[config.mk]
export PLATFORM = sky130hd
export DESIGN_NAME = dfd_top
export DESIGN_NICKNAME = d
export VERILOG_FILES = /design/src/dfd_pkg.sv /design/src/dfd_short_guard.sv /design/src/dfd_top.sv
export SDC_FILE = /design/constraint.sdc
export NUM_CORES = 1
export LEC_CHECK = 0
export BUFFER_PORTS_ARGS = -buffer_cell sky130_fd_sc_hd__buf_2
export CAP_MARGIN = 20
export CORE_MARGIN = 1
export CORE_UTILIZATION = 48
export DETAILED_ROUTE_END_ITERATION = 8
export PLACE_DENSITY = 0.84
export SLEW_MARGIN = 20
export SYNTH_ARGS = -nofsm -noshare
export SYNTH_HDL_FRONTEND = slang
export SYNTH_SLANG_ARGS = --single-unit
[constraint.sdc]
create_clock -name pclk -period 2.1 [get_ports pclk]
set_input_delay 0.315 -clock pclk [delete_from_list [all_inputs] [get_ports pclk]]
set_output_delay 0.315 -clock pclk [all_outputs]
set_load 0.01 [all_outputs]
[src/dfd_pkg.sv]
// Package: register map, field positions and reset values for the driver fault logic
package dfd_pkg;
  // Register byte addresses
  localparam logic [7:0] DFD_CONFIG_ADDR  = 8'h00;
  localparam logic [7:0] DFD_STATUS_ADDR  = 8'h04;
  localparam logic [7:0] DFD_STEPCNT_ADDR = 8'h08;
  localparam logic [7:0] DFD_IRQST_ADDR   = 8'h0C;
  localparam logic [7:0] DFD_IRQMSK_ADDR  = 8'h10;
  // Global config fields
  localparam int DFD_EN_BIT      = 0;
  localparam int DFD_IDXSTEP_BIT = 1;
  localparam int DFD_STALLEN_BIT = 2;
  localparam int DFD_OTSEL_LSB   = 3;
  localparam int DFD_PWSEL_BIT   = 5;
  localparam logic [5:0] DFD_CONFIG_RST = 6'h00;
  // Status fields
  localparam int DFD_OVT_BIT  = 0;
  localparam int DFD_OTPW_BIT = 1;
  localparam int DFD_GNDA_BIT = 2;
  localparam int DFD_GNDB_BIT = 3;
  localparam int DFD_SUPA_BIT = 4;
  localparam int DFD_SUPB_BIT = 5;
  localparam int DFD_OLA_BIT  = 6;
  localparam int DFD_OLB_BIT  = 7;
  localparam int DFD_NFLAG    = 8;
  // Temperature sensor levels (thermometer code bits)
  localparam int DFD_T120 = 0;
  localparam int DFD_T143 = 1;
  localparam int DFD_T150 = 2;
  localparam int DFD_T157 = 3;
  // Threshold selection codes
  localparam logic [1:0] DFD_OTSEL_143 = 2'h0;
  localparam logic [1:0] DFD_OTSEL_150 = 2'h1;
  localparam logic [1:0] DFD_OTSEL_157 = 2'h2;
  // Short retries before shutdown
  localparam logic [1:0] DFD_SHORT_RETRIES = 2'h3;
  localparam int DFD_STEPCNT_W = 10;
endpackage

[src/dfd_short_guard.sv]
// Per-bridge short detection with retry filter and latched shutdown
`timescale 1ns/100ps
`default_nettype none
module dfd_short_guard
  import dfd_pkg::*;
(
  // Clock and reset
  input  wire logic pclk,
  input  wire logic presetn,
  // Control
  input  wire logic drv_enable,
  // Detector pulses, one per chopper attempt
  input  wire logic gnd_event,
  input  wire logic sup_event,
  // Result
  output logic      gnd_flag,
  output logic      sup_flag
);
  logic [1:0] gnd_cnt_q;
  logic [1:0] sup_cnt_q;
  logic       clr_seen_q;

  // Driver disable clears the retry history
  always_ff @(posedge pclk or negedge presetn)
  begin
    if (!presetn)
    begin
      gnd_cnt_q <= 2'h0;
      sup_cnt_q <= 2'h0;
    end
    else if (!drv_enable)
    begin
      gnd_cnt_q <= 2'h0;
      sup_cnt_q <= 2'h0;
    end
    else
    begin
      if (gnd_event && gnd_cnt_q != DFD_SHORT_RETRIES)
        gnd_cnt_q <= gnd_cnt_q + 2'h1;
      if (sup_event && sup_cnt_q != DFD_SHORT_RETRIES)
        sup_cnt_q <= sup_cnt_q + 2'h1;
    end
  end

  // Fourth event after three retries confirms the short
  always_ff @(posedge pclk or negedge presetn)
  begin
    if (!presetn)
    begin
      gnd_flag <= 1'b0;
      sup_flag <= 1'b0;
    end
    else if (!drv_enable)
    begin
      gnd_flag <= 1'b0;
      sup_flag <= 1'b0;
    end
    else
    begin
      if (gnd_event && gnd_cnt_q == DFD_SHORT_RETRIES)
        gnd_flag <= 1'b1;
      if (sup_event && sup_cnt_q == DFD_SHORT_RETRIES)
        sup_flag <= 1'b1;
    end
  end

  always_ff @(posedge pclk or negedge presetn)
  begin
    if (!presetn)
      clr_seen_q <= 1'b0;
    else
      clr_seen_q <= !drv_enable;
  end

  a_retry_filter : assert property (@(posedge pclk) disable iff (!presetn)
    $rose(gnd_flag) |-> $past(gnd_cnt_q) == 2'h3)
    else $error("short flag set before three retries");
  a_short_hold : assert property (@(posedge pclk) disable iff (!presetn)
    gnd_flag && drv_enable |=> gnd_flag)
    else $error("short flag dropped without driver disable");
  a_short_clear : assert property (@(posedge pclk) disable iff (!presetn)
    clr_seen_q |-> !gnd_flag && !sup_flag)
    else $error("short flag survived driver disable");
endmodule
`default_nettype wire

[src/dfd_top.sv]
// Driver fault diagnostics: temperature, shorts, open load, fault and index pins, APB registers
// Operation
// - Default shutdown at 143 degree level, pre-warning at 120 degree level.
// - Optional 150 degree shutdown, pre-warning selectable as 120 or 143.
// - Optional 157 degree shutdown with 143 degree pre-warning, register only.
// - After overtemperature, drivers stay off until below the pre-warning level.
// - Short confirmed only after three retries, filtering spurious events.
// - Confirmed short turns off only its bridge and sets its flag.
// - Short shutdown holds until host disables then re-enables the driver.
// - Open-load flag per coil when target current is not reached.
// - Open-load flags are informative only, no driver action.
// - Fault pin high when driver cannot run or stall detected while stall detection is enabled.
// - Index pin high at microstep counter zero by default.
// - Index step option toggles the pin on every executed step.
// - Microstep counter wraps 1023 to 0 counting up.
`timescale 1ns/100ps
`default_nettype none
module dfd_top
  import dfd_pkg::*;
#(
  parameter int STEPCNT_W = dfd_pkg::DFD_STEPCNT_W
)
(
  // Clock and reset
  input  wire logic        pclk,
  input  wire logic        presetn,
  // APB slave
  input  wire logic        psel,
  input  wire logic        penable,
  input  wire logic        pwrite,
  input  wire logic [7:0]  paddr,
  input  wire logic [31:0] pwdata,
  output logic [31:0]      prdata,
  output logic             pready,
  output logic             pslverr,
  // OTP strap choosing 150 degree shutdown
  input  wire logic        otp_ot150,
  // Temperature comparators, bit per level 120/143/150/157
  input  wire logic [3:0]  temp_above,
  // Short detector pulses, bridge A and B
  input  wire logic        short_gnd_a,
  input  wire logic        short_gnd_b,
  input  wire logic        short_sup_a,
  input  wire logic        short_sup_b,
  // Current regulation reach per coil
  input  wire logic        coil_a_low,
  input  wire logic        coil_b_low,
  // Sequencer
  input  wire logic        step_pulse,
  input  wire logic        step_dir,
  input  wire logic [8:0]  step_width,
  input  wire logic        stall_detect,
  input  wire logic        undervoltage,
  // Bridge enables and pins
  output logic             bridge_a_en,
  output logic             bridge_b_en,
  output logic             fault_output_pin,
  output logic             index_pin,
  output logic             irq
);
  logic [5:0]         global_config_register;
  logic [STEPCNT_W-1:0] microstep_counter;
  logic               overtemp_shutdown_flag;
  logic               otpw_q;
  logic               ola_q;
  logic               olb_q;
  logic               short_ground_bridge_a_flag;
  logic               short_ground_bridge_b_flag;
  logic               short_supply_bridge_a_flag;
  logic               short_supply_bridge_b_flag;
  logic [DFD_NFLAG-1:0] irq_st_q;
  logic [DFD_NFLAG-1:0] irq_msk_q;
  logic [DFD_NFLAG-1:0] status_d;
  logic [DFD_NFLAG-1:0] status_q;
  logic               drv_en;
  logic               otp_cap_q;
  logic               otp_ot150_q;
  logic [1:0]         otsel;
  logic               ot_trip;
  logic               pw_level;
  logic               apb_wr;
  logic               apb_rd;
  logic               step_exec;

  assign drv_en    = global_config_register[DFD_EN_BIT];
  assign apb_wr    = psel && penable && pwrite;
  assign apb_rd    = psel && !penable && !pwrite;
  assign step_exec = step_pulse && drv_en && bridge_a_en && bridge_b_en;

  // Strap caught once after reset release
  always_ff @(posedge pclk or negedge presetn)
  begin
    if (!presetn)
    begin
      otp_cap_q   <= 1'b0;
      otp_ot150_q <= 1'b0;
    end
    else if (!otp_cap_q)
    begin
      otp_cap_q   <= 1'b1;
      otp_ot150_q <= otp_ot150;
    end
  end

  // Register selection overrides the strap only when nonzero
  function automatic logic [1:0] dfd_eff_otsel(input logic [1:0] reg_sel, input logic strap);
    if (reg_sel != DFD_OTSEL_143)
      return reg_sel;
    return strap ? DFD_OTSEL_150 : DFD_OTSEL_143;
  endfunction

  assign otsel = dfd_eff_otsel(global_config_register[DFD_OTSEL_LSB +: 2], otp_ot150_q);

  // Shutdown and pre-warning levels per selected setting
  always_comb
  begin
    unique case (otsel)
      DFD_OTSEL_150:
      begin
        ot_trip  = temp_above[DFD_T150];
        pw_level = global_config_register[DFD_PWSEL_BIT] ? temp_above[DFD_T143] : temp_above[DFD_T120];
      end
      DFD_OTSEL_157:
      begin
        ot_trip  = temp_above[DFD_T157];
        pw_level = temp_above[DFD_T143];
      end
      default:
      begin
        ot_trip  = temp_above[DFD_T143];
        pw_level = temp_above[DFD_T120];
      end
    endcase
  end

  // Shutdown latch releases only below the pre-warning level
  always_ff @(posedge pclk or negedge presetn)
  begin
    if (!presetn)
    begin
      overtemp_shutdown_flag <= 1'b0;
      otpw_q                 <= 1'b0;
    end
    else
    begin
      otpw_q <= pw_level;
      if (ot_trip)
        overtemp_shutdown_flag <= 1'b1;
      else if (!pw_level)
        overtemp_shutdown_flag <= 1'b0;
    end
  end

  dfd_short_guard u_guard_a (
    .pclk       (pclk),
    .presetn    (presetn),
    .drv_enable (drv_en),
    .gnd_event  (short_gnd_a),
    .sup_event  (short_sup_a),
    .gnd_flag   (short_ground_bridge_a_flag),
    .sup_flag   (short_supply_bridge_a_flag)
  );

  dfd_short_guard u_guard_b (
    .pclk       (pclk),
    .presetn    (presetn),
    .drv_enable (drv_en),
    .gnd_event  (short_gnd_b),
    .sup_event  (short_sup_b),
    .gnd_flag   (short_ground_bridge_b_flag),
    .sup_flag   (short_supply_bridge_b_flag)
  );

  // Open load only reports; nothing else reads these flags
  always_ff @(posedge pclk or negedge presetn)
  begin
    if (!presetn)
    begin
      ola_q <= 1'b0;
      olb_q <= 1'b0;
    end
    else
    begin
      ola_q <= coil_a_low && drv_en;
      olb_q <= coil_b_low && drv_en;
    end
  end

  // Each bridge gated by its own shorts only; open load is excluded
  always_ff @(posedge pclk or negedge presetn)
  begin
    if (!presetn)
    begin
      bridge_a_en <= 1'b0;
      bridge_b_en <= 1'b0;
    end
    else
    begin
      bridge_a_en <= drv_en && !ot_trip && !overtemp_shutdown_flag
                     && !short_ground_bridge_a_flag && !short_supply_bridge_a_flag;
      bridge_b_en <= drv_en && !ot_trip && !overtemp_shutdown_flag
                     && !short_ground_bridge_b_flag && !short_supply_bridge_b_flag;
    end
  end

  // Fault pin
  always_ff @(posedge pclk or negedge presetn)
  begin
    if (!presetn)
      fault_output_pin <= 1'b0;
    else
      fault_output_pin <= overtemp_shutdown_flag || undervoltage
                          || short_ground_bridge_a_flag || short_ground_bridge_b_flag
                          || short_supply_bridge_a_flag || short_supply_bridge_b_flag
                          || (global_config_register[DFD_STALLEN_BIT] && stall_detect);
  end

  // Microstep counter, natural wrap at the counter width
  always_ff @(posedge pclk or negedge presetn)
  begin
    if (!presetn)
      microstep_counter <= '0;
    else if (step_exec)
    begin
      if (!step_dir)
        microstep_counter <= microstep_counter + STEPCNT_W'(step_width);
      else
        microstep_counter <= microstep_counter - STEPCNT_W'(step_width);
    end
  end

  // Index pin: zero position or step toggle
  always_ff @(posedge pclk or negedge presetn)
  begin
    if (!presetn)
      index_pin <= 1'b0;
    else if (global_config_register[DFD_IDXSTEP_BIT])
    begin
      if (step_exec)
        index_pin <= !index_pin;
    end
    else
      index_pin <= (microstep_counter == '0);
  end

  assign status_d = {olb_q, ola_q, short_supply_bridge_b_flag, short_supply_bridge_a_flag,
                     short_ground_bridge_b_flag, short_ground_bridge_a_flag, otpw_q, overtemp_shutdown_flag};

  always_ff @(posedge pclk or negedge presetn)
  begin
    if (!presetn)
      status_q <= '0;
    else
      status_q <= status_d;
  end

  // Sticky events on rising flags; set beats write-one clear
  always_ff @(posedge pclk or negedge presetn)
  begin
    if (!presetn)
      irq_st_q <= '0;
    else
      irq_st_q <= (irq_st_q & ~((apb_wr && paddr == DFD_IRQST_ADDR) ? pwdata[DFD_NFLAG-1:0] : '0))
                  | (status_d & ~status_q);
  end

  always_ff @(posedge pclk or negedge presetn)
  begin
    if (!presetn)
      irq <= 1'b0;
    else
      irq <= |(irq_st_q & irq_msk_q);
  end

  // Config and mask writes
  always_ff @(posedge pclk or negedge presetn)
  begin
    if (!presetn)
    begin
      global_config_register <= DFD_CONFIG_RST;
      irq_msk_q              <= '0;
    end
    else if (apb_wr)
    begin
      if (paddr == DFD_CONFIG_ADDR)
        global_config_register <= pwdata[5:0];
      if (paddr == DFD_IRQMSK_ADDR)
        irq_msk_q <= pwdata[DFD_NFLAG-1:0];
    end
  end

  // Read data registered in setup; pready high in every access phase
  always_ff @(posedge pclk or negedge presetn)
  begin
    if (!presetn)
    begin
      prdata  <= 32'h0000_0000;
      pready  <= 1'b0;
      pslverr <= 1'b0;
    end
    else
    begin
      pready  <= psel && !penable;
      pslverr <= psel && !penable && !(paddr inside {DFD_CONFIG_ADDR, DFD_STATUS_ADDR, DFD_STEPCNT_ADDR,
                                                     DFD_IRQST_ADDR, DFD_IRQMSK_ADDR});
      if (apb_rd)
      begin
        unique case (paddr)
          DFD_CONFIG_ADDR:  prdata <= {26'h0, global_config_register};
          DFD_STATUS_ADDR:  prdata <= {24'h0, status_q};
          DFD_STEPCNT_ADDR: prdata <= {{(32-STEPCNT_W){1'b0}}, microstep_counter};
          DFD_IRQST_ADDR:   prdata <= {24'h0, irq_st_q};
          DFD_IRQMSK_ADDR:  prdata <= {24'h0, irq_msk_q};
          default:          prdata <= 32'h0000_0000;
        endcase
      end
    end
  end

  a_ovt_release : assert property (@(posedge pclk) disable iff (!presetn)
    $fell(overtemp_shutdown_flag) |-> !$past(pw_level) && !$past(ot_trip))
    else $error("shutdown released above pre-warning");
  a_ovt_bridge_off : assert property (@(posedge pclk) disable iff (!presetn)
    overtemp_shutdown_flag |=> !bridge_a_en && !bridge_b_en)
    else $error("bridge on during overtemperature");
  a_ovt_default : assert property (@(posedge pclk) disable iff (!presetn)
    otsel == DFD_OTSEL_143 && temp_above[DFD_T143] |=> overtemp_shutdown_flag)
    else $error("default shutdown missed");
  a_ovt_157 : assert property (@(posedge pclk) disable iff (!presetn)
    otsel == DFD_OTSEL_157 && !temp_above[DFD_T157] && !overtemp_shutdown_flag |=> !overtemp_shutdown_flag)
    else $error("157 setting tripped early");
  a_short_a_only : assert property (@(posedge pclk) disable iff (!presetn)
    short_ground_bridge_a_flag && !short_ground_bridge_b_flag && !short_supply_bridge_b_flag
    && drv_en && !ot_trip && !overtemp_shutdown_flag |=> !bridge_a_en && bridge_b_en)
    else $error("short bridge gating wrong");
  a_ol_no_action : assert property (@(posedge pclk) disable iff (!presetn)
    drv_en && !ot_trip && !overtemp_shutdown_flag && !short_ground_bridge_a_flag && !short_supply_bridge_a_flag
    |=> bridge_a_en)
    else $error("bridge off without cause");
  a_fault_stall : assert property (@(posedge pclk) disable iff (!presetn)
    global_config_register[DFD_STALLEN_BIT] && stall_detect |=> fault_output_pin)
    else $error("stall not on fault pin");
  a_index_zero : assert property (@(posedge pclk) disable iff (!presetn)
    !global_config_register[DFD_IDXSTEP_BIT] && microstep_counter == '0 |=> index_pin)
    else $error("index missing at zero");
  a_index_toggle : assert property (@(posedge pclk) disable iff (!presetn)
    global_config_register[DFD_IDXSTEP_BIT] && step_exec |=> index_pin != $past(index_pin))
    else $error("index did not toggle");
  a_microstep_counter_wrap : assert property (@(posedge pclk) disable iff (!presetn)
    step_exec && !step_dir && step_width == 9'h001 && microstep_counter == 10'h3FF
    |=> microstep_counter == 10'h000)
    else $error("counter wrap wrong");
  a_ol_flag : assert property (@(posedge pclk) disable iff (!presetn)
    coil_a_low && drv_en |=> ola_q)
    else $error("open load flag missed");

  c_ovt_trip : cover property (@(posedge pclk) disable iff (!presetn) $rose(overtemp_shutdown_flag));
  c_short_a : cover property (@(posedge pclk) disable iff (!presetn) $rose(short_ground_bridge_a_flag));
  c_index_tog : cover property (@(posedge pclk) disable iff (!presetn)
    global_config_register[DFD_IDXSTEP_BIT] && step_exec);
  c_irq : cover property (@(posedge pclk) disable iff (!presetn) $rose(irq));
endmodule
`default_nettype wire

==> impl_metrics.yaml, run 1 <==
run_status:
  status: "finished, final reports clean"
routing:
  viasPerCell: 5.279
  drtPass1Iterations: 5
  wirelength_mm: 8.854
  drtIter0Drc: 176
  vias: 3199
  drtAntennaViolNets: 0
  drc: 0
  wl_per_cell_um: 14.61
min_path:
  hold_class: "in -> reg"
power:
  peakVddDrop_mv: 0.4803
  power.leakage_nw: 2.423
  total_power_mw: 2.914
  power.density_nw_per_um2: 586.0
cells_and_area:
  syn_to_final_growth_pct: 23.18
  utilization: 0.6084
  drive_above_1_share: 0.3273
  fin_nets: 583
  n_fill_cell: 685
  diodes: 0
  final-instance-count-excl-fill: 606
timing:
  fmax_ghz: 0.4771
  skew_ns: 0.008571
  finalSetupViolations: 0
  drv_slew: 0
  rsz0062_at_grt: "true"
  holdWs_ns: 0.1719
  fin_crit_ns: 2.096
  period_share: 0.9981
  finalWorstSetupSlack_ns: 0.003986
  finalHoldViolations: 0
synthesis:
  synth-xor-area-share: 0.03905
  synth_top_family_by_area: "simple AND/OR/NAND/NOR gates"
  synth_compound_area_frac: 0.1348
  synth_area_leaders: "dfrtp_1 (46%), ha_1 (5.0%), mux2_2 (4.7%)"
  synthDistinctLibCells: 47
  synthMuxAreaShare: 0.08212
  avgSynthCellArea_um2: 10.20
  synth_cells: 396
  synth_fa_ha_area_frac: 0.05454
  ys_ff_latch: 75
  synth_area_um2: 4038
  synth_area_leader_cell: "dfrtp_1"
  yosysSeqAreaShare: 0.4648
  yosys.area_share.simple: 0.1435
  dominantRegCellSynth: "dfrtp_1"
  synth_edf_count: 0
  synth_top_area_frac: 0.4648
  yosys_warnings: 0
  synthArstFlopShare: 1.000
die:
  die_h_um: 93.72
  dieWidth_um: 93.72
  core_area_um2: 8175
  io_pins: 108
  start_util: 0.4939
  rows: 33
  dieArea_um2: 8783
global_route:
  antenna_found_initial: 0
  grt-ovfl-total: 0
  gr-usage-all-layers: 0.2113
  grt_max_degree: 76
  grt_pass1_wl_mm: 14.17
  grt_pass1_vias: 2967
clock_tree:
  clk_pin_slew_ns: 0.08
  cts_tree: "built"
  cts.path.max_buffers: 2
  htreeDepth: 3
  cts_made_buffers: 9
  clock-sinks: 75
  cts_root_buf: "clkbuf_8"
  clock_latency_ns: 0.34
setup_path:
  worstSetupPathType: "in -> reg"
  critPathCaptureType: "flop"
  required_ns: 2.33
  critPathLaunchType: "input port"
  worstPathArrival_ns: 2.33
  reg2reg_slack_ns: 0.05
  crit_fanout: 3
placed_design:
  portBuffers: 61
  dp.cells: 584
  hpwl_mm: 6.678
  pre_cts_slack_ns: -0.3870
  gp_congestion: 0.9495
run:
  drv_cap: 0
-- stage by stage --
| stage | area, um2 | TNS, ns |
|---|---|---|
| 2_1_floorplan | 4172 | -0.1520 |
| 6_report | 4974 | 0 |
| 4_1_cts | 4860 | 0 |
| 3_3_place_gp | 4659 | -1.295 |
| 3_5_place_dp | 4659 | -1.702 |
| 5_1_grt | 4974 | -0.1009 |
-- registers in the layout, summed over array words and instances (netlist names), 2 cells and up --
register and count:
u_guard_b.gnd_cnt_q 2, u_guard_a.gnd_cnt_q 2, irq_msk_q 8, irq_st_q 8, u_guard_b.sup_cnt_q 2, microstep_counter 10, global_config_register 6, u_guard_a.sup_cnt_q 2
prdata 10, status_q 8
-- report_power, final --
group          internal [mW]  switching [mW]  total (mW)
clock                  0.423           0.526       0.949
combinational          0.204           0.236       0.440
sequential              1.49          0.0322        1.52
-- area by class of cell --
class                   count  area [um2]  share of cell area
clock buffers               9       123.9             0.02491
clock inverters             6       42.54            0.008553
inverters                  24       95.09             0.01912
multi-input cells         283        2024              0.4070
flip-flops and latches     75        1877              0.3774
well taps                 105       131.4             0.02642
repair buffers            104       679.4              0.1366
-- metal layers --
| metal | global-route usage | wire, um | share of wire | vias to the layer above |
|---|---|---|---|---|
| li1 | - | - | - | 1547 |
| met1 | 0.2667 | 3850 | 0.43 | 1549 |
| met2 | 0.3631 | 4543 | 0.51 | 92 |
| met3 | 0.05259 | 386 | 0.044 | 11 |
| met4 | 0.05128 | 72 | 0.0081 | 0 |
| met5 | 0 | 0 | 0 | - |
-- worst paths after layout --
path | cells after the start | to | from
worst max register to register | 8 | otpw_q | global_config_register[4]
max in group asynchronous | 3 | prdata[2] | presetn
worst min register to register | 0 | status_q[7] | olb_q
min in group asynchronous | 3 | bridge_a_en | presetn
worst max-delay path | 11 | microstep_counter[9] | step_width[3]
worst min-delay path | 3 | fault_output_pin | undervoltage
-- worst max-delay path: stages --
cell     delay (ns)
buf_8          0.10
nor2_4         0.10
nor4b_4        0.29
nor2_1         0.11
xnor2_1        0.14
ha_1           0.32
nand4_1        0.13
o221a_2        0.26
o21ai_2        0.07
mux2_4         0.32
xor2_1         0.16
-- cell usage in the layout (no fill, tap or decap), drive strengths merged, types with 16 or more instances in the layout --
cell,n
dfrtp,75
nand2,26
nor2,28
a21oi,22
conb,23
ha,16
mux2,17
buf,103
inv,25
o21ai,20
-- synth_stat cells, types with 2 or more instances --
master and n:
buf_2 2, o31ai_1 2, ha_1 16, o21ai_0 20, nand2b_1 8, nor2_1 26, nand3_1 9, o22a_1 2
nor3_1 6, xnor2_1 15, nor2b_1 11, nor2_4 2, mux2i_1 14, xor2_1 3, and2_1 7, nand4_1 3
buf_4 22, a22oi_1 13, nand2_1 26, a22o_1 7, clkbuf_1 9, a21oi_1 22, a211oi_1 2, inv_1 24
a21o_1 3, conb_1 2, a31oi_1 7, o22ai_1 2, nor4_1 3, mux2_2 17, dfrtp_1 75
-- kinds of logic after synthesis --
| family | count (synthesis) |
|---|---|
| buffers and inverters | 59 |
| flip-flops | 75 |
| adder cells (fa/ha/maj) | 17 |
| multiplexers | 31 |
| other | 2 |
| AO/OA/AOI/OAI | 85 |
| XOR/XNOR | 18 |
| AND/OR/NAND/NOR | 109 |
-- timing repair --
item	4_1_cts	5_1_grt
pin swaps	11	22
endpoints found under the setup margin	3	4
setup buffers	1	5
hold buffers	1	0
endpoints found under the hold margin	38	0
gates resized for setup	5	24
Power figures use the tool's default switching activity.
==> run 2: changes to the inputs <==
--- a/config.mk
+++ b/config.mk
@@ -12,2 +12,3 @@
 export DETAILED_ROUTE_END_ITERATION = 8
+export MAX_ROUTING_LAYER = met4
 export PLACE_DENSITY = 0.84
--- a/constraint.sdc
+++ b/constraint.sdc
@@ -3,2 +3,2 @@
 set_output_delay 0.315 -clock pclk [all_outputs]
-set_load 0.01 [all_outputs]
+set_load 0.05 [all_outputs]
==> run 2 against run 1 <==
Sequential cell count did not move. Clock power about the same. Worst hold slack worse by 0.00082 ns. Largest power group unchanged. Via count about the same. Register-to-register slack barely moved.
==> impl_metrics.yaml, run 2 (same netlist as run 1, synthesis figures left out) <==
run_status:
  status: "finished, final reports clean"
setup_path:
  critPathLaunchType: "input port"
  crit_fanout: 3
  cpPeakStageDelay_ns: 0.32
  endpoint: "microstep_counter[9]"
  worstSetupPathType: "in -> reg"
  critical-path-top-delay-family: "simple AND/OR/NAND/NOR gates"
  worst_r2r_path_depth: 8
  crit_chain: "buf_8 > nor2_4 > nor4b_4 > nor2_1 > xnor2_1 > ha_1 > nand4_1 > o221a_2 > o21ai_2 > mux2_4 > xor2_1"
  reg2reg_slack_ns: 0.05
  worstPathArrival_ns: 2.32
  path_buf_inv: 1
  path_depth: 11
  r2r_start: "global_config_register[4]"
  required_ns: 2.33
  cp-startpoint: "step_width[3]"
  worst_path_max_delay_cell: "ha_1"
  critPathCaptureType: "flop"
  r2r_end: "otpw_q"
power:
  swShare: 0.3068
  total_power_mw: 3.059
  clock_power_share: 0.311
  combPwrFrac: 0.191
  power.leakage_nw: 2.423
  net-switching-power_mw: 0.9386
  peakVddDrop_mv: 0.4815
  internal_power_mw: 2.120
  seq_power_share: 0.498
  power.density_nw_per_um2: 615.0
placed_design:
  portBuffers: 61
  gp_congestion: 0.9667
  place_area_um2: 4659
  hpwl_mm: 6.678
clock_tree:
  clock-sinks: 75
  cts_tree: "built"
  clock_latency_ns: 0.34
  cts_root_buf: "clkbuf_8"
  htreeDepth: 3
  clk_pin_slew_ns: 0.08
  cts_made_buffers: 9
  cts.path.max_buffers: 2
cells_and_area:
  diodes: 0
  biggestRegsByFlops: "microstep_counter x10, prdata x10"
  final_common_cell: "dfrtp_1"
  finalInstanceArea_um2: 4974
  utilization: 0.6084
  n_fill_cell: 685
  layout_common_cells: "dfrtp_1 (75), buf_2 (57), buf_4 (40)"
  syn_to_final_growth_pct: 23.18
  drive_above_1_share: 0.3273
  fin_nets: 583
die:
  dieArea_um2: 8783
  die_h_um: 93.72
  dieWidth_um: 93.72
  rows: 33
  start_util: 0.4939
  io_pins: 108
  core_area_um2: 8175
routing:
  wirelength_mm: 8.847
  drtPass1Iterations: 4
  drtIter0Drc: 165
  drc: 0
  wl_per_cell_um: 14.60
  drtAntennaViolNets: 0
  vias: 3202
  viasPerCell: 5.284
timing:
  skew_ns: 0.008115
  period_share: 0.9976
  fin_crit_ns: 2.095
  drv_slew: 0
  rsz0062_at_grt: "true"
  finalSetupViolations: 0
  holdWs_ns: 0.1711
  finalHoldViolations: 0
  fmax_ghz: 0.4773
  setup_tns_ns: 0
global_route:
  antenna_found_initial: 0
  grt_max_degree: 76
  grt_pass1_vias: 2968
  grt-ovfl-total: 0
  gr-usage-all-layers: 0.2173
  grt_pass1_wl_mm: 14.19
min_path:
  hold_class: "in -> reg"
run:
  drv_cap: 0
==> run 2: what timing repair did <==
action | 4_1_cts | 5_1_grt
hold buffers | 1 | 0
setup endpoints to repair | 3 | 4
buffers inserted | 1 | 5
pin swaps | 11 | 22
resized for setup | 5 | 24
hold endpoints to repair | 38 | 0
==> run 2: per-stage QoR <==
step           setup WS (ns)  instances
3_3_place_gp         -0.3138        584
3_5_place_dp         -0.3870        584
2_1_floorplan        -0.1520        417
6_report            0.005024        606
4_1_cts              0.02216        601
5_1_grt             -0.08317        606
==> run 2: final cells by class <==
type | instances | area (um2) | area share
well taps | 105 | 131.4 | 0.02642
clock buffers | 9 | 123.9 | 0.02491
clock inverters | 6 | 42.54 | 0.008553
flip-flops and latches | 75 | 1877 | 0.3774
inverters | 24 | 95.09 | 0.01912
multi-input cells | 283 | 2024 | 0.4070
repair buffers | 104 | 679.4 | 0.1366
==> run 2: power by group through the flow <==
stage	Combinational (mW)	Sequential, mW	Clock (mW)
final	0.584	1.52	0.950
after global routing	0.631	1.53	1.05
after CTS	0.558	1.52	0.974
after detailed placement	0.549	1.55	0
after global placement	0.536	1.55	0
after floorplan	0.306	1.63	0
==> run 2: how the worst min path moves through the flow <==
stage | start | to | slack (ns) | depth (start not counted)
floorplan | presetn | bridge_a_en | 0.02 | 0
global placement | presetn | u_guard_a.gnd_cnt_q[1] | 0.37 | 2
detailed placement | presetn | u_guard_a.gnd_cnt_q[1] | 0.37 | 2
CTS | undervoltage | fault_output_pin | 0.16 | 3
global route | coil_a_low | ola_q | 0.16 | 2
finish | undervoltage | fault_output_pin | 0.17 | 3
==> run 2: worst reg2reg max path: cells and delay by family, from the launching register on <==
family,cells,cell delay [ns]
AND/OR/NAND/NOR,1,0.05
AO/OA/AOI/OAI,2,0.68
buffers and inverters,3,0.27
adder cells (fa/ha/maj),1,0.29
flip-flops,1,0.41
multiplexers,1,0.26
==> run 2: metal layers <==
metal	global-route usage	part of all wire	wire length, um
met1	0.2688	0.44	3860
met2	0.3625	0.51	4520
met3	0.05016	0.044	393
met5	-	0	0
met4	0.05128	0.0083	73
